<file path="src/include/ubt_pkg.sv">
// Purpose: shared constants and types for the upstream burst timing reconfiguration block
// Assumes: 250 MHz pclk, APB slave with 32-bit data
// Notes: offsets are byte addresses of aligned words
package ubt_pkg;
  // ---------------------------------------------------------------
  // clock and timing
  // ---------------------------------------------------------------
  localparam int unsigned CLK_MHZ = 250;
  localparam int unsigned GAP_SHORT_US = 5;
  localparam int unsigned GAP_LONG_US = 10;
  localparam int unsigned GAP_CHAN_MS = 100;
  localparam int unsigned GAP_SHORT_CYC = GAP_SHORT_US * CLK_MHZ;
  localparam int unsigned GAP_LONG_CYC = GAP_LONG_US * CLK_MHZ;
  localparam int unsigned GAP_CHAN_CYC = GAP_CHAN_MS * 1000 * CLK_MHZ;
  localparam int unsigned GAP_SYMBOLS = 96;
  localparam logic [7:0] SMALL_STEP_QDB = 8'h04; // 1 dB in 0.25 dB steps
  // ---------------------------------------------------------------
  // register offsets
  // ---------------------------------------------------------------
  localparam logic [11:0] OFS_CTRL = 12'h000;
  localparam logic [11:0] OFS_STATUS = 12'h004;
  localparam logic [11:0] OFS_ADJ_INT = 12'h008;
  localparam logic [11:0] OFS_ADJ_FRAC = 12'h00c;
  localparam logic [11:0] OFS_RNG_INT = 12'h010;
  localparam logic [11:0] OFS_RNG_FRAC = 12'h014;
  localparam logic [11:0] OFS_SYM_CYC = 12'h018;
  localparam logic [11:0] OFS_PEND = 12'h01c;
  localparam logic [11:0] OFS_POWER = 12'h020;
  // control bit positions
  localparam int unsigned CTRL_SCDMA = 0;
  localparam int unsigned CTRL_ENABLE = 1;
  localparam logic [31:0] CTRL_RST = 32'h0000_0002;
  localparam logic [15:0] SYM_CYC_RST = 16'h0031; // about 5.12 Msym/s
  // pending change kinds
  localparam int unsigned PEND_POWER = 0;
  localparam int unsigned PEND_RATE = 1;
  localparam int unsigned PEND_OFFS = 2;
  localparam int unsigned PEND_CHAN = 3;
  localparam int unsigned PEND_RNG = 4;
  localparam int unsigned PEND_MOD = 5;
  localparam int unsigned PEND_W = 6;
  // ---------------------------------------------------------------
  // types
  // ---------------------------------------------------------------
  typedef struct packed {
    logic signed [31:0] int_part;
    logic [7:0] frac_part;
  } ubt_adj_s;
  typedef struct packed {
    logic [PEND_W-1:0] kind;
    logic big_power;
  } ubt_req_s;
  typedef enum logic [1:0] {
    ST_IDLE = 2'b00,
    ST_BURST = 2'b01,
    ST_GAP = 2'b10,
    ST_APPLY = 2'b11
  } ubt_state_e;
endpackage

</file>
<file path="src/ubt_fifo.sv">
// Purpose: small flop fifo holding timing-adjust words
// Assumes: single clock, push and pop by valid and ready
// Notes: depth must be a power of two
`timescale 1ns/1ps
module ubt_fifo #(
  parameter int unsigned WIDTH = 40,
  parameter int unsigned DEPTH = 8
) (
  // clock and reset
  input wire logic pclk,
  input wire logic presetn,
  // fill side
  input wire logic in_valid,
  output logic in_ready,
  input wire logic [WIDTH-1:0] in_data,
  // drain side
  output logic out_valid,
  input wire logic out_ready,
  output logic [WIDTH-1:0] out_data
);
  localparam int unsigned AW = $clog2(DEPTH);
  logic [WIDTH-1:0] mem_r [DEPTH];
  logic [AW:0] wp_r;
  logic [AW:0] rp_r;
  logic push;
  logic pop;

  // full when pointers differ only in the wrap bit
  assign in_ready = !((wp_r[AW] != rp_r[AW]) && (wp_r[AW-1:0] == rp_r[AW-1:0]));
  assign out_valid = (wp_r != rp_r);
  assign push = in_valid && in_ready;
  assign pop = out_valid && out_ready;
  assign out_data = mem_r[rp_r[AW-1:0]];

  // pointers
  always_ff @(posedge pclk or negedge presetn) begin
    if (!presetn) begin
      wp_r <= '0;
      rp_r <= '0;
    end else begin
      if (push) wp_r <= wp_r + 1'b1;
      if (pop) rp_r <= rp_r + 1'b1;
    end
  end

  // storage, no reset needed on data
  always_ff @(posedge pclk) begin
    if (push) mem_r[wp_r[AW-1:0]] <= in_data;
  end
endmodule

</file>
<file path="src/ubt_timing_reconfig.sv">
// Purpose: ranging offset accumulation and reconfiguration gap enforcement
// Assumes: transmit pipeline reports burst start and end, apb master on pclk
// Notes: the gate pulse is the only moment new settings reach the transmitter
//
// Our own choices: the register addresses and the APB register port.
`timescale 1ns/1ps

module ubt_timing_reconfig
  import ubt_pkg::*;
#(
  parameter int unsigned CHAN_CYC = GAP_CHAN_CYC
) (
  // clock and reset
  input wire logic pclk,
  input wire logic presetn,
  // apb slave
  input wire logic psel,
  input wire logic penable,
  input wire logic pwrite,
  input wire logic [11:0] paddr,
  input wire logic [31:0] pwdata,
  output logic [31:0] prdata,
  output logic pready,
  output logic pslverr,
  // transmitter burst events, same clock
  input wire logic burst_start,
  input wire logic burst_end,
  // settings handed to the transmitter
  output logic apply_pulse,
  output logic [PEND_W-1:0] apply_kind,
  output logic signed [31:0] rng_int,
  output logic [7:0] rng_frac,
  output logic [7:0] power_qdb,
  output logic power_settling,
  output logic gap_short
);
  // ---------------------------------------------------------------
  // declarations
  // ---------------------------------------------------------------
  logic [31:0] ctrl_r;
  logic [15:0] sym_cyc_r;
  logic signed [31:0] adj_int_r;
  logic [PEND_W-1:0] pend_r;
  logic big_power_r;
  logic [7:0] power_tgt_r;
  logic [7:0] power_r;
  logic signed [31:0] rng_int_r;
  logic [7:0] rng_frac_r;
  logic [PEND_W-1:0] apply_kind_r;
  logic apply_r;
  logic [31:0] gap_cnt_r;
  logic [31:0] settle_cnt_r;
  logic short_r;
  logic [31:0] prdata_r;
  ubt_state_e state_r;
  ubt_state_e state_nxt;
  logic wr_en;
  logic rd_en;
  logic fifo_in_valid;
  logic fifo_in_ready;
  logic fifo_out_valid;
  logic fifo_out_ready;
  ubt_adj_s fifo_in;
  ubt_adj_s fifo_out;
  logic [31:0] need_cyc;
  logic gap_ok;
  logic addr_ok;
  logic [7:0] pdiff;
  logic [PEND_W-1:0] pend_set;
  logic [PEND_W-1:0] pend_clr;

  // ---------------------------------------------------------------
  // apb decode
  // ---------------------------------------------------------------
  function automatic logic known(input logic [11:0] a);
    known = (a == OFS_CTRL) || (a == OFS_STATUS) || (a == OFS_ADJ_INT) ||
            (a == OFS_ADJ_FRAC) || (a == OFS_RNG_INT) || (a == OFS_RNG_FRAC) ||
            (a == OFS_SYM_CYC) || (a == OFS_PEND) || (a == OFS_POWER);
  endfunction

  // writing the fraction word pushes an adjust; stall while the fifo is full
  assign addr_ok = known(paddr);
  assign pready = !(psel && pwrite && (paddr == OFS_ADJ_FRAC) && !fifo_in_ready);
  assign pslverr = psel && penable && !addr_ok;
  assign wr_en = psel && penable && pready && pwrite && addr_ok;
  assign rd_en = psel && !penable && !pwrite;
  assign prdata = prdata_r;

  // control, symbol period and adjust staging
  always_ff @(posedge pclk or negedge presetn) begin
    if (!presetn) begin
      ctrl_r <= CTRL_RST;
      sym_cyc_r <= SYM_CYC_RST;
      adj_int_r <= '0;
      power_tgt_r <= '0;
    end else if (wr_en) begin
      case (paddr)
        OFS_CTRL: ctrl_r <= pwdata & 32'h0000_0003;
        OFS_SYM_CYC: sym_cyc_r <= (pwdata[15:0] == 16'h0000) ? 16'h0001 : pwdata[15:0];
        OFS_ADJ_INT: adj_int_r <= pwdata;
        OFS_POWER: power_tgt_r <= pwdata[7:0];
        default: ;
      endcase
    end
  end

  // adjust word enters the fifo on the fraction write
  assign fifo_in.int_part = adj_int_r;
  // tdma ignores the fraction field
  assign fifo_in.frac_part = ctrl_r[CTRL_SCDMA] ? pwdata[7:0] : 8'h00;
  assign fifo_in_valid = wr_en && (paddr == OFS_ADJ_FRAC);

  ubt_fifo #(
    .WIDTH(40),
    .DEPTH(8)
  ) u_fifo (
    .pclk(pclk),
    .presetn(presetn),
    .in_valid(fifo_in_valid),
    .in_ready(fifo_in_ready),
    .in_data(fifo_in),
    .out_valid(fifo_out_valid),
    .out_ready(fifo_out_ready),
    .out_data(fifo_out)
  );

  // read data captured in setup phase
  always_ff @(posedge pclk or negedge presetn) begin
    if (!presetn) begin
      prdata_r <= '0;
    end else if (rd_en) begin
      case (paddr)
        OFS_CTRL: prdata_r <= ctrl_r;
        OFS_STATUS: prdata_r <= {26'h0, fifo_out_valid, power_settling, short_r,
                                 !fifo_in_ready, state_r};
        OFS_ADJ_INT: prdata_r <= adj_int_r;
        OFS_RNG_INT: prdata_r <= rng_int_r;
        OFS_RNG_FRAC: prdata_r <= {24'h0, rng_frac_r};
        OFS_SYM_CYC: prdata_r <= {16'h0, sym_cyc_r};
        OFS_PEND: prdata_r <= {25'h0, big_power_r, pend_r};
        OFS_POWER: prdata_r <= {16'h0, power_r, power_tgt_r};
        default: prdata_r <= '0;
      endcase
    end
  end

  // ---------------------------------------------------------------
  // pending changes
  // ---------------------------------------------------------------
  assign pdiff = (power_tgt_r >= power_r) ? power_tgt_r - power_r : power_r - power_tgt_r;

  // kinds applied this cycle are cleared, only freshly posted ones survive
  assign pend_clr = apply_r ? apply_kind_r : '0;

  // posts from software; a queued word keeps ranging pending, not in its pop cycle
  always_comb begin
    pend_set = '0;
    if (wr_en && paddr == OFS_PEND) pend_set = pwdata[PEND_W-1:0];
    if (wr_en && paddr == OFS_POWER) pend_set[PEND_POWER] = 1'b1;
    if (fifo_out_valid && !fifo_out_ready) pend_set[PEND_RNG] = 1'b1;
  end

  // software posts kinds, hardware clears at apply; a new post wins
  always_ff @(posedge pclk or negedge presetn) begin
    if (!presetn) begin
      pend_r <= '0;
      big_power_r <= 1'b0;
    end else begin
      pend_r <= (pend_r & ~pend_clr) | pend_set;
      if (wr_en && paddr == OFS_POWER) big_power_r <= 1'b0;
      // power step size picks the gap
      if (pend_r[PEND_POWER] && pdiff > SMALL_STEP_QDB) big_power_r <= 1'b1;
    end
  end

  // required gap: 96 symbols, plus the channel gap if a channel change is pending, else the power step's gap
  always_comb begin
    need_cyc = 32'(GAP_SYMBOLS) * {16'h0, sym_cyc_r};
    if (pend_r[PEND_CHAN]) need_cyc = need_cyc + 32'(CHAN_CYC);
    else if (pend_r[PEND_POWER] && big_power_r) need_cyc = need_cyc + 32'(GAP_LONG_CYC);
    else if (pend_r[PEND_POWER]) need_cyc = need_cyc + 32'(GAP_SHORT_CYC);
    // modulation alone rides the guard time
    if (pend_r == (PEND_W'(1) << PEND_MOD)) need_cyc = 32'h0000_0001;
  end

  // ---------------------------------------------------------------
  // burst and gap state machine
  // ---------------------------------------------------------------
  assign gap_ok = (gap_cnt_r >= need_cyc);

  always_comb begin
    state_nxt = state_r;
    case (state_r)
      ST_IDLE: if (burst_start) state_nxt = ST_BURST;
      ST_BURST: if (burst_end) state_nxt = ST_GAP;
      // settings move only after the previous burst's energy is gone
      ST_GAP: begin
        if (burst_start) state_nxt = ST_BURST;
        else if (pend_r != '0 && gap_ok && ctrl_r[CTRL_ENABLE]) state_nxt = ST_APPLY;
      end
      ST_APPLY: state_nxt = burst_start ? ST_BURST : ST_GAP;
      default: state_nxt = ST_IDLE;
    endcase
  end

  always_ff @(posedge pclk or negedge presetn) begin
    if (!presetn) state_r <= ST_IDLE;
    else state_r <= state_nxt;
  end

  // gap length counter since last burst end
  always_ff @(posedge pclk or negedge presetn) begin
    if (!presetn) gap_cnt_r <= '0;
    else if (burst_end || burst_start) gap_cnt_r <= '0;
    else if (gap_cnt_r != 32'hffff_ffff) gap_cnt_r <= gap_cnt_r + 1'b1;
  end

  // grant shorter than needed at next burst start is flagged, changes wait
  always_ff @(posedge pclk or negedge presetn) begin
    if (!presetn) short_r <= 1'b0;
    else if (burst_start) short_r <= (state_r == ST_GAP) && (pend_r != '0) && !gap_ok;
  end

  // ---------------------------------------------------------------
  // apply: ranging accumulate, power, other kinds
  // ---------------------------------------------------------------
  assign fifo_out_ready = apply_r && apply_kind_r[PEND_RNG];

  always_ff @(posedge pclk or negedge presetn) begin
    if (!presetn) begin
      apply_r <= 1'b0;
      apply_kind_r <= '0;
    end else begin
      apply_r <= (state_nxt == ST_APPLY) && (state_r == ST_GAP);
      if ((state_nxt == ST_APPLY) && (state_r == ST_GAP)) apply_kind_r <= pend_r;
    end
  end

  // signed add, negative delays transmission; fraction carries into integer
  always_ff @(posedge pclk or negedge presetn) begin
    if (!presetn) begin
      rng_int_r <= '0;
      rng_frac_r <= '0;
    end else if (fifo_out_ready && fifo_out_valid) begin
      {rng_int_r, rng_frac_r} <= 40'({rng_int_r, rng_frac_r} +
                                     {fifo_out.int_part, fifo_out.frac_part});
    end
  end

  // power steps at apply; settle window tracks the deadline
  always_ff @(posedge pclk or negedge presetn) begin
    if (!presetn) begin
      power_r <= '0;
      settle_cnt_r <= '0;
    end else if (apply_r && apply_kind_r[PEND_POWER]) begin
      power_r <= power_tgt_r;
      settle_cnt_r <= big_power_r ? 32'(GAP_LONG_CYC) : 32'(GAP_SHORT_CYC);
    end else if (settle_cnt_r != '0) begin
      settle_cnt_r <= settle_cnt_r - 1'b1;
    end
  end

  // ---------------------------------------------------------------
  // outputs
  // ---------------------------------------------------------------
  // offset kept at full fraction precision, finer than any symbol
  assign rng_int = rng_int_r;
  assign rng_frac = rng_frac_r;
  assign power_qdb = power_r;
  assign power_settling = (settle_cnt_r != '0);
  assign apply_pulse = apply_r;
  assign apply_kind = apply_kind_r;
  assign gap_short = short_r;
endmodule
</file>
<file path="config.mk">
export PLATFORM = sky130hd
export DESIGN_NAME = ubt_timing_reconfig
export DESIGN_NICKNAME = d
export VERILOG_FILES = /design/src/include/ubt_pkg.sv /design/src/ubt_fifo.sv /design/src/ubt_timing_reconfig.sv
export SDC_FILE = /design/constraint.sdc
export NUM_CORES = 1
export LEC_CHECK = 0
export CORE_AREA = 5 5 174 302
export CTS_CLUSTER_DIAMETER = 120
export DETAILED_ROUTE_END_ITERATION = 12
export DIE_AREA = 0 0 179 307
export DONT_BUFFER_PORTS = 1
export PLACE_DENSITY_LB_ADDON = 0.3
export SLEW_MARGIN = 20
export SYNTH_ARGS = -nofsm -noshare
export SYNTH_HDL_FRONTEND = slang
export SYNTH_HIERARCHICAL = 1
export SYNTH_SLANG_ARGS = --single-unit
</file>
<file path="constraint.sdc">
create_clock -name pclk -period 7 [get_ports pclk]
set_input_delay 1.4 -clock pclk [delete_from_list [all_inputs] [get_ports pclk]]
set_output_delay 1.4 -clock pclk [all_outputs]
set_load 0.005 [all_outputs]
</file>
==> reports/metrics.yaml, run 1 <==
hold_buffers: 0
area_delta_synth_final_pct: 9.00
dieArea_um2: 55000
die_h_um: 307
cts_made_buffers: 49
crit_slowest_cell: "dfstp_2"
yosys_register_bits: 547
rows: 109
muxShareOfSynthArea_pct: 11.9
p_per_area_nw_per_um2: 215
h-tree-depth: 2
dr_total_vias: 17400
fill_cells: 3907
drv_cap: 0
synthXorXnorAreaFrac_pct: 4.39
drt_wl_total_um: 67800
endpoint_kind: "register"
route.antenna.remaining_nets: 0
worstPathArrival_ns: 6.10
critPathKind: "register to register"
synth_top_family_by_area: "multiplexers"
grt_max_degree: 228
io_pins: 142
hold-worst-slack_ns: 0.514
synth-simple-area-share_pct: 10.0
crit_buf_inv: 1
synth-compound-area-share_pct: 9.93
final_cells: 2798
antenna_found_initial: 0
drv_slew: 0
synth-edff-count: 320
grt_pass1_wl_um: 105000
relSlewSlack_pct: 25.1
hold_violations: 0
grt_pass1_vias: 18200
post_cts_buffers: 0
synth.avg_cell_area_um2: 12.9
yosysWarnings: 6
fin_crit_ns: 5.67
synth_fp_nets: 2253
synth_area_um2: 27000
async_flop_share_pct: 41.5
final-setup-viol-count: 0
final_layout_size_suffix_gt1_share_pct: 15.9
grt_overflow: 0
drcViolationCount: 0
dpl.cell_count: 2707
outcome: "complete, no violations"
critPathRequiredTime_ns: 7.44
hpwl_um: 46300
clock_skew_ns: 0.0267
p_leak_nw: 12.3
critPathLaunchType: "register"
gp_congestion: 0.930
tightest_slew_ns: 1.12
start_util_pct: 54.0
ctsResizeCount: 0
nets: 2249
via_per_inst: 6.21
ys_seq_area_share_pct: 56.6
synth_ff_type: "edfxtp_1"
syn-instance-count: 2096
worstSkewPairLatency_ns: 0.58
max_stage_delay_ns: 0.60
clockRootBuffer: "clkbuf_16"
wire_per_inst_um: 24.2
cts.sinks: 547
clk_pin_slew_ns: 0.07
vdd_ir_drop_max_mv: 0.181
core-area_um2: 50100
critical-path-top-delay-family: "simple AND/OR/NAND/NOR gates"
synth_fa_ha_area_share_pct: 5.02
synth_cell_type_count: 91
port_buffers: 0
cp_max_fo: 7
hp-class: "input pin to async pin"
cts_tree: "done"
rsz0062_at_grt: "false"
cp_cell_sequence: "ha_1 -> inv_1 -> fa_1 -> nor2b_2 -> o31a_4 -> o211ai_2 -> nand3b_1 -> xor2_2 -> nand4_1 -> or4_4 -> or4_4 -> nand2_1 -> a21oi_2 -> ha_1 -> nand4_1 -> o31ai_1 -> a21oi_1 -> nor2_1 -> mux2_2"
cts_buffer_depth: 3
chipWidth_um: 179
drtIter0Drc: 1295
period_share_pct: 80.9
grt_use_total_pct: 24.9
first_pass_iters: 5
fmax_mhz: 176
==> per-stage QoR <==
step	setup TNS [ns]	total power [W]	cell area [um^2]	setup WS (ns)	util [%]
2_1_floorplan	-102.93	0.00356	27000	-0.592	-
3_3_place_gp	0	0.00358	27800	1.40	55.5
3_5_place_dp	0	0.00359	27800	1.30	55.5
4_1_cts	0	0.00638	29400	1.28	58.8
5_1_grt	0	0.00652	29400	0.911	58.8
6_report	0	0.00632	29400	1.33	58.8
==> cells in the mapped netlist, types with 8 or more instances <==
cell type | n | share of area (%)
xor2_1 | 71 | 2.3
or3_1 | 10 | 0.23
nand4_1 | 23 | 0.53
dfrtp_1 | 223 | 21
nor3b_1 | 8 | 0.22
xnor2_1 | 57 | 1.8
nand3_1 | 28 | 0.52
and2_1 | 17 | 0.39
mux2_2 | 105 | 4.4
nor2_1 | 162 | 2.3
inv_1 | 50 | 0.69
mux4_2 | 80 | 6.7
nor4_1 | 21 | 0.49
o21a_1 | 11 | 0.31
o21ai_0 | 101 | 1.9
nor2b_1 | 21 | 0.49
nor3_1 | 30 | 0.56
edfxtp_1 | 320 | 36
a21o_1 | 39 | 1.1
ha_1 | 102 | 4.7
a222oi_1 | 8 | 0.30
a21oi_1 | 120 | 2.2
a31oi_1 | 21 | 0.49
o211ai_1 | 9 | 0.25
clkbuf_1 | 53 | 0.74
nand2b_1 | 12 | 0.28
mux2i_1 | 20 | 0.74
a22oi_1 | 18 | 0.50
buf_2 | 12 | 0.22
nand2_1 | 170 | 2.4
and3_1 | 12 | 0.28
==> layout by cell type (no fill, tap or decap), drive strengths merged, types with 73 or more instances in the layout <==
cell type and n:
a21oi 123, dfrtp 223, edfxtp 320, ha 102, mux2 108, mux4 80
nand2 171, nor2 162, o21ai 106, xor2 73
==> path summary, 6_finish.rpt <==
| path | from | end | slack (ns) | cells past startpoint |
|---|---|---|---|---|
| setup / recovery | sym_cyc_r[0]$_DFFE_PN1P_ | apply_kind[2]$_DFFE_PN0P_ | 1.33 | 19 |
| hold / removal | presetn | settle_cnt_r[31]$_DFFE_PN0P_ | 0.51 | 0 |
| setup reg to reg | sym_cyc_r[0]$_DFFE_PN1P_ | apply_kind[2]$_DFFE_PN0P_ | 1.33 | 19 |
| hold reg to reg | settle_cnt_r[31]$_DFFE_PN0P_ | settle_cnt_r[31]$_DFFE_PN0P_ | 0.54 | 2 |
| max in group asynchronous | presetn | sym_cyc_r[4]$_DFFE_PN1P_ | 6.18 | 0 |
| min in group pclk | settle_cnt_r[31]$_DFFE_PN0P_ | settle_cnt_r[31]$_DFFE_PN0P_ | 0.54 | 2 |
==> final cells by class <==
cell class                      count  area, um^2  area share (%)
Tap cell                          666         833            2.83
Clock buffer                       59        1310            4.43
Clock inverter                     31         378            1.28
Antenna cell                        1        2.50         0.00850
Multi-Input combinational cell   1417       11200            38.2
Sequential cell                   547       15300            52.0
Inverter                           52         195           0.663
Timing Repair Buffer               25         188           0.637
==> report_power, final <==
group / leakage, nW / internal (W) / switching [W] / total (W)
Combinational: 4.72 / 0.0000264 / 0.0000344 / 0.0000607
Sequential: 6.74 / 0.00342 / 0.0000389 / 0.00346
Clock: 0.799 / 0.00160 / 0.00120 / 0.00280
==> metal layers <==
metal	GRT usage [%]	wire, um
met3	4.98	4320
met1	26.6	23200
met2	46.0	36400
met4	12.1	3860
met5	0	0
==> registers in the layout, summed over array words and instances, names as in the netlist <==
| register | count |
|---|---|
| u_fifo/mem_r | 320 |
| adj_int_r | 32 |
| gap_cnt_r | 32 |
| prdata | 32 |
| rng_int | 32 |
| settle_cnt_r | 32 |
| sym_cyc_r | 16 |
| power_qdb | 8 |
| power_tgt_r | 8 |
| rng_frac | 8 |
| apply_kind | 6 |
| pend_r | 6 |
| u_fifo/rp_r | 4 |
| u_fifo/wp_r | 4 |
| ctrl_r | 2 |
| state_r | 2 |
| apply_pulse | 1 |
| big_power_r | 1 |
| gap_short | 1 |
==> cell families after synthesis <==
kind of cell    after synthesis
simple gates                557
flops                       547
mux                         208
buf+inv                     132
xor+xnor                    132
compound gates              414
fa+ha+maj                   106
==> worst register-to-register path, stage by stage, from the launching register on <==
cell and delay, ns:
dfstp_2 0.60, ha_1 0.22, inv_1 0.06, fa_1 0.43
nor2b_2 0.18, o31a_4 0.17, o211ai_2 0.14, nand3b_1 0.17
xor2_2 0.31, nand4_1 0.24, or4_4 0.49, or4_4 0.50
nand2_1 0.10, a21oi_2 0.06, ha_1 0.32, nand4_1 0.07
o31ai_1 0.46, a21oi_1 0.18, nor2_1 0.43, mux2_2 0.40
(Power assumes the default switching activity.)
==> run 2, diff against run 1 <==
--- a/config.mk
+++ b/config.mk
@@ -5,10 +5,11 @@
 export SDC_FILE = /design/constraint.sdc
 export NUM_CORES = 1
 export LEC_CHECK = 0
-export CORE_AREA = 5 5 174 302
+export ABC_AREA = 1
+export CORE_AREA = 5 5 181 314
 export CTS_CLUSTER_DIAMETER = 120
 export DETAILED_ROUTE_END_ITERATION = 12
-export DIE_AREA = 0 0 179 307
+export DIE_AREA = 0 0 186 319
 export DONT_BUFFER_PORTS = 1
 export PLACE_DENSITY_LB_ADDON = 0.3
 export SLEW_MARGIN = 20
==> constraint.sdc (replaced) <==
create_clock -name pclk -period 5.3 [get_ports pclk]
set_input_delay 1.06 -clock pclk [delete_from_list [all_inputs] [get_ports pclk]]
set_output_delay 1.06 -clock pclk [all_outputs]
set_load 0.005 [all_outputs]
==> run 2 against run 1 <==
Net effect:
- cell count up 47%
- clock power up 31%
- utilization down 0.078 points
- largest power group unchanged
- synthesized cell count up 62%
- die area up 8.0%
- highest routed layer unchanged
- worst hold slack worse by 0.35 ns
==> reports/metrics.yaml, run 2 <==
outcome: "complete, no violations"
rsz0062_at_grt: "false"
gp_congestion: 1.04  # +12%
grt_overflow: 0  # unchanged
drtIter0Drc: 2065  # +59%
core-area_um2: 54000  # +7.9%
cts.sinks: 547  # unchanged
clockPowerShare_pct: 37.8  # -6.5 points
via_per_inst: 5.97  # -3.8%
relSlewSlack_pct: 38.0  # +13 points
critPathLaunchType: "register"
finalInstanceArea_um2: 31700  # +7.8%
synth.avg_cell_area_um2: 8.67  # -33%
wire_per_inst_um: 22.1  # -9.0%
cp_max_fo: 7  # unchanged
max_stage_delay_ns: 0.55  # -0.05 ns
antenna_found_initial: 1  # +1
grt_pass1_vias: 24100  # +33%
pwr-share-comb_pct: 12.0  # +11 points
start_util_pct: 54.5  # +0.51 points
grt_max_degree: 228  # unchanged
dr_total_vias: 24500  # +41%
die_h_um: 319  # +3.9%
pwr-share-seq_pct: 50.2  # -4.5 points
first_pass_iters: 5  # unchanged
internal_power_w: 0.00715  # +42%
endpoint_kind: "register"
fin_util_pct: 58.7  # -0.078 points
fmax_mhz: 216  # +23%
vdd_ir_drop_max_mv: 0.352  # +94%
area_delta_synth_final_pct: 7.83
period_share_pct: 87.2  # +6.2 points
critPathRequiredTime_ns: 5.79  # -1.65 ns
ys_top_cells_by_area: "edfxtp_1, dfrtp_1, nand2_1, o21ai_0, nor2_1"
hold_buffers: 0  # unchanged
clockRootBuffer: "clkbuf_16"
largest_reg_flops: 320  # unchanged
worstPathArrival_ns: 5.11  # -0.99 ns
critPathKind: "register to register"
port_buffers: 0  # unchanged
tightest_slew_ns: 0.920  # -0.201 ns
ctsResizeCount: 0  # unchanged
yosysTopAreaCell: "edfxtp_1"
layout_commonest_cell: "nand2_1"
p_leak_nw: 13.0  # +5.7%
clock_skew_ns: 0.0223  # -0.00444 ns
hold_violations: 0  # unchanged
fin_crit_ns: 4.62  # -1.05 ns
fill_cells: 4785  # +22%
clk_pin_slew_ns: 0.07  # about the same
h-tree-depth: 2  # unchanged
cts_tree: "done"
drcViolationCount: 0  # unchanged
p_sw_share_pct: 26.6  # +6.4 points
cpMostUsedCell: "nand2_1"
syn-instance-count: 3393  # +62%
grt_pass1_wl_um: 138000  # +32%
drt_wl_total_um: 90500  # +33%
io_pins: 142  # unchanged
hold-worst-slack_ns: 0.164  # -0.350 ns
drv_slew: 0  # unchanged
post_cts_buffers: 0  # unchanged
rows: 113  # +3.7%
dieArea_um2: 59300  # +8.0%
final-setup-viol-count: 0  # unchanged
yosysWarnings: 6  # unchanged
synth_area_um2: 29400  # +8.9%
crit_slowest_cell: "dfstp_2"
route.antenna.remaining_nets: 0  # unchanged
ys_seq_area_share_pct: 52.0  # -4.6 points
synth_most_common_cell: "nand2_1"
synth_cell_type_count: 63  # -31%
grt_use_total_pct: 30.2  # +5.3 points
postPlaceCellArea_um2: 30100  # +8.4%
nets: 3529  # +57%
p_per_area_nw_per_um2: 307  # +43%
synth_fp_nets: 3550  # +58%
hp-class: "input pin to async pin"
worstSkewPairLatency_ns: 0.60  # +0.02 ns
hpwl_um: 65600  # +41%
layout_common_cells: "nand2_1, nor2_1, o21ai_0"
setup_tns_ns: 0  # unchanged
cts_made_buffers: 48  # -2.0%
synth_top_cells_by_count: "nand2_1, nor2_1, o21ai_0"
chipWidth_um: 186  # +3.9%
crit_buf_inv: 2  # +1
synth_ff_type: "edfxtp_1"
critical-path-top-delay-family: "simple AND/OR/NAND/NOR gates"
synth_top_cell_area_share_pct: 32.7  # -2.9 points
synth-edff-count: 320  # unchanged
cts_buffer_depth: 3  # unchanged
yosys_register_bits: 547  # unchanged
drv_cap: 0  # unchanged
p_sw_w: 0.00259  # +100%
async_flop_share_pct: 41.5  # unchanged
final_layout_size_suffix_gt1_share_pct: 6.04  # -9.8 points
[run 2: final cells by class]
type / instances / area [um^2] / area share, %
Tap cell: 690 / 863 / 2.72
Multi-Input combinational cell: 2386 / 12200 / 38.6
Clock inverter: 26 / 318 / 1.00
Sequential cell: 547 / 15300 / 48.2
Inverter: 355 / 1340 / 4.22
Antenna cell: 2 / 5.00 / 0.0158
Clock buffer: 62 / 1330 / 4.18
Timing Repair Buffer: 34 / 330 / 1.04
[run 2: power groups by stage]
| stage | logic (W) | clock network, W | registers [W] |
|---|---|---|---|
| after global placement | 0.00113 | 0 | 0.00496 |
| after CTS | 0.00116 | 0.00373 | 0.00488 |
| after detailed placement | 0.00115 | 0 | 0.00496 |
| final | 0.00117 | 0.00368 | 0.00488 |
| after floorplan | 0.000915 | 0 | 0.00488 |
| after global routing | 0.00135 | 0.00391 | 0.00490 |
[run 2: per-layer routing]
| layer | GRT usage [%] | share of wire, % | vias to the layer above |
|---|---|---|---|
| met2 | 54.7 | 52 | 977 |
| met3 | 5.85 | 7.3 | 309 |
| li1 | - | - | 11500 |
| met1 | 33.0 | 34 | 11700 |
| met5 | 0 | 0 | - |
| met4 | 15.5 | 6.4 | 0 |
[run 2: path summary, 6_finish.rpt]
| path | from | to | slack [ns] | cells past startpoint |
|---|---|---|---|---|
| max | sym_cyc_r[0]$_DFFE_PN1P_ | apply_kind[3]$_DFFE_PN0P_ | 0.68 | 29 |
| min | presetn | gap_cnt_r[30]$_DFFE_PN0P_ | 0.16 | 0 |
| max reg2reg | sym_cyc_r[0]$_DFFE_PN1P_ | apply_kind[3]$_DFFE_PN0P_ | 0.68 | 29 |
| min reg2reg | settle_cnt_r[31]$_DFFE_PN0P_ | settle_cnt_r[31]$_DFFE_PN0P_ | 0.48 | 1 |
| max in group asynchronous | presetn | u_fifo/rp_r[0]$_DFFE_PN0P_ | 4.40 | 0 |
| min in group pclk | settle_cnt_r[31]$_DFFE_PN0P_ | settle_cnt_r[31]$_DFFE_PN0P_ | 0.48 | 1 |
[run 2: kinds of logic (layout without fill, tap and decap cells)]
| group | Yosys count | count (layout) | share of synthesized area (%) |
|---|---|---|---|
| XOR/XNOR | 40 | 40 | 1.19 |
| AND/OR/NAND/NOR | 1505 | 1505 | 21.8 |
| flip-flops | 547 | 547 | 52.0 |
| adder cells (fa/ha/maj) | 106 | 106 | 4.61 |
| AO/OA/AOI/OAI | 735 | 735 | 13.9 |
| other | 0 | 2 | 0 |
| buffers and inverters | 460 | 477 | 6.58 |
[run 2: worst reg2reg max path: cells and delay by family, from the launching register on]
family,cells,cell delay [ns]
AOI/OAI and AO/OA,2,0.32
adders and majority gates,3,0.94
buffers and inverters,2,0.16
DFF,1,0.55
and+or+nand+nor,22,2.51
[run 2: metrics by stage]
step | power [W] | setup slack (ns) | cells
2_1_floorplan | 0.00579 | 1.10 | 3393
3_3_place_gp | 0.00609 | 0.781 | 4012
3_5_place_dp | 0.00612 | 0.677 | 4012
4_1_cts | 0.00977 | 0.680 | 4100
5_1_grt | 0.0102 | 0.203 | 4100
6_report | 0.00973 | 0.680 | 4102
==> run 3, diff against run 2 <==
--- a/config.mk
+++ b/config.mk
@@ -11,7 +11,7 @@
 export DETAILED_ROUTE_END_ITERATION = 12
 export DIE_AREA = 0 0 186 319
 export DONT_BUFFER_PORTS = 1
-export PLACE_DENSITY_LB_ADDON = 0.3
+export PLACE_DENSITY = 0.79
 export SLEW_MARGIN = 20
 export SYNTH_ARGS = -nofsm -noshare
 export SYNTH_HDL_FRONTEND = slang
==> run 3 against run 2 <==
Net effect:
- power grew 0.21%
- non-clock buffer count is 1 higher
- sequential cell count unchanged
- die area is the same
- worst setup slack got worse by 0.12 ns
- register-to-register slack lost 0.12 ns
- worst hold slack worse by 0.0084 ns
- first-iteration DRC count grew 0.92%
- design area fell by 0.11%
==> reports/metrics.yaml, run 3 (same netlist as run 2, synthesis figures left out) <==
endpoint_kind: "register"
critPathKind: "register to register"
clock_skew_ns: 0.0209  # -0.00136 ns
grt_pass1_vias: 24700  # +2.5%
clk_pin_slew_ns: 0.07  # about the same
ff2ff_path_depth: 27  # -6.9%
cts_buffer_depth: 3  # unchanged
crit_slowest_cell: "dfstp_2"
grt_overflow: 0  # unchanged
path_depth: 27  # -6.9%
clockRootBuffer: "clkbuf_16"
finalInstanceArea_um2: 31700  # -0.11%
rsz0062_at_grt: "false"
post_cts_buffers: 0  # unchanged
io_pins: 142  # unchanged
cp_max_fo: 7  # unchanged
crit_buf_inv: 2  # unchanged
critPathRequiredTime_ns: 5.78  # about the same
max_stage_delay_ns: 0.56  # about the same
nets: 3530  # +0.028%
dieArea_um2: 59300  # unchanged
cts_made_buffers: 48  # unchanged
hold_buffers: 0  # unchanged
area_delta_synth_final_pct: 7.71
p_leak_nw: 12.9  # -0.11%
relSlewSlack_pct: 43.7  # +5.7 points
fmax_mhz: 211  # -2.4%
port_buffers: 0  # unchanged
cts_tree: "done"
rr_endpoint: "apply_kind[4]$_DFFE_PN0P_"
antenna_cells: 0  # -2
layout_common_cells: "nand2_1, nor2_1, o21ai_0"
fin_crit_ns: 4.74  # +0.115 ns
final-setup-viol-count: 0  # unchanged
worstPathArrival_ns: 5.22  # +0.11 ns
drcViolationCount: 0  # unchanged
cpMostUsedCell: "nand2_1"
gp_congestion: 1.00  # -3.8%
rows: 113  # unchanged
r2r-start: "sym_cyc_r[0]$_DFFE_PN1P_"
core-area_um2: 54000  # unchanged
hpwl_um: 66200  # +1.0%
rrSetupSlack_ns: 0.56  # -0.12 ns
grt_pass1_wl_um: 140000  # +1.3%
grt_max_degree: 228  # unchanged
largest_reg_flops: 320  # unchanged
antenna_found_initial: 0  # -1
route.antenna.remaining_nets: 0  # unchanged
p_per_area_nw_per_um2: 308  # +0.32%
setup_tns_ns: 0  # unchanged
drv_slew: 0  # unchanged
final_layout_size_suffix_gt1_share_pct: 6.36  # +0.32 points
ctsResizeCount: 0  # unchanged
chipWidth_um: 186  # unchanged
wire_per_inst_um: 22.4  # +1.4%
drv_cap: 0  # unchanged
cts.sinks: 547  # unchanged
vdd_ir_drop_max_mv: 0.301  # -14%
hp-class: "input pin to async pin"
critical-path-top-delay-family: "simple AND/OR/NAND/NOR gates"
grt_use_total_pct: 30.6  # +0.41 points
fill_cells: 4727  # -1.2%
worstSkewPairLatency_ns: 0.60  # about the same
period_share_pct: 89.3  # +2.2 points
dr_total_vias: 24800  # +1.3%
hold_violations: 0  # unchanged
start_util_pct: 54.5  # unchanged
tightest_slew_ns: 0.833  # -0.0865 ns
layout_commonest_cell: "nand2_1"
drt_wl_total_um: 91800  # +1.4%
first_pass_iters: 5  # unchanged
h-tree-depth: 2  # unchanged
drtIter0Drc: 2084  # +0.92%
via_per_inst: 6.05  # +1.3%
postPlaceCellArea_um2: 30000  # -0.14%
outcome: "complete, no violations"
critPathLaunchType: "register"
die_h_um: 319  # unchanged
[run 3: cell type report]
class                   instances  area (um^2)  share of cell area [%]
well taps                     690          863                    2.72
clock buffers                  60         1320                    4.16
multi-input cells            2386        12200                    38.6
repair buffers                 35          288                   0.908
clock inverters                30          335                    1.06
flip-flops and latches        547        15300                    48.3
inverters                     355         1340                    4.22
[run 3: how the worst max path moves through the flow]
stage | from | end | slack, ns
final | sym_cyc_r[0]$_DFFE_PN1P_ | apply_kind[4]$_DFFE_PN0P_ | 0.56
after CTS | sym_cyc_r[0]$_DFFE_PN1P_ | apply_kind[5]$_DFFE_PN0P_ | 0.67
after floorplan | paddr[1] | u_fifo/mem_r[2][0]$_DFFE_PP_ | 1.10
after global routing | sym_cyc_r[0]$_DFFE_PN1P_ | apply_kind[5]$_DFFE_PN0P_ | 0.21
after global placement | sym_cyc_r[0]$_DFFE_PN1P_ | apply_kind[1]$_DFFE_PN0P_ | 0.77
after detailed placement | sym_cyc_r[0]$_DFFE_PN1P_ | apply_kind[5]$_DFFE_PN0P_ | 0.69
[run 3: report_power, final]
part,internal (W),total [W],switching (W)
registers,0.00465,0.00488,0.000232
logic,0.000418,0.00119,0.000769
clock network,0.00204,0.00368,0.00164
total,0.00711,0.00975,0.00265
[run 3: metal layers]
metal / global-route usage, % / up-vias / part of all wire, %
met5: 0 / - / 0
li1: - / 11500 / -
met1: 33.0 / 11800 / 33
met3: 5.95 / 333 / 8.1
met2: 54.7 / 1147 / 51
met4: 18.3 / 0 / 7.3
[run 3: worst register-to-register path, delay by kind of cell, from the launching register on]
family / cells / cell delay (ns)
and+or+nand+nor: 19 / 2.36
AOI/OAI and AO/OA: 3 / 0.58
buffers and inverters: 2 / 0.16
adders and majority gates: 3 / 0.95
DFF: 1 / 0.56
[run 3: through the flow]
stage | hold WS [ns] | power [W] | worst slack (ns) | std cells | util (%)
floorplan | 0.433 | 0.00579 | 1.10 | 3393 | -
global placement | 0.449 | 0.00610 | 0.767 | 4013 | 55.6
detailed placement | 0.464 | 0.00613 | 0.688 | 4013 | 55.6
CTS | 0.135 | 0.00977 | 0.669 | 4103 | 58.7
global route | 0.134 | 0.0102 | 0.207 | 4103 | 58.7
finish | 0.156 | 0.00975 | 0.565 | 4103 | 58.7
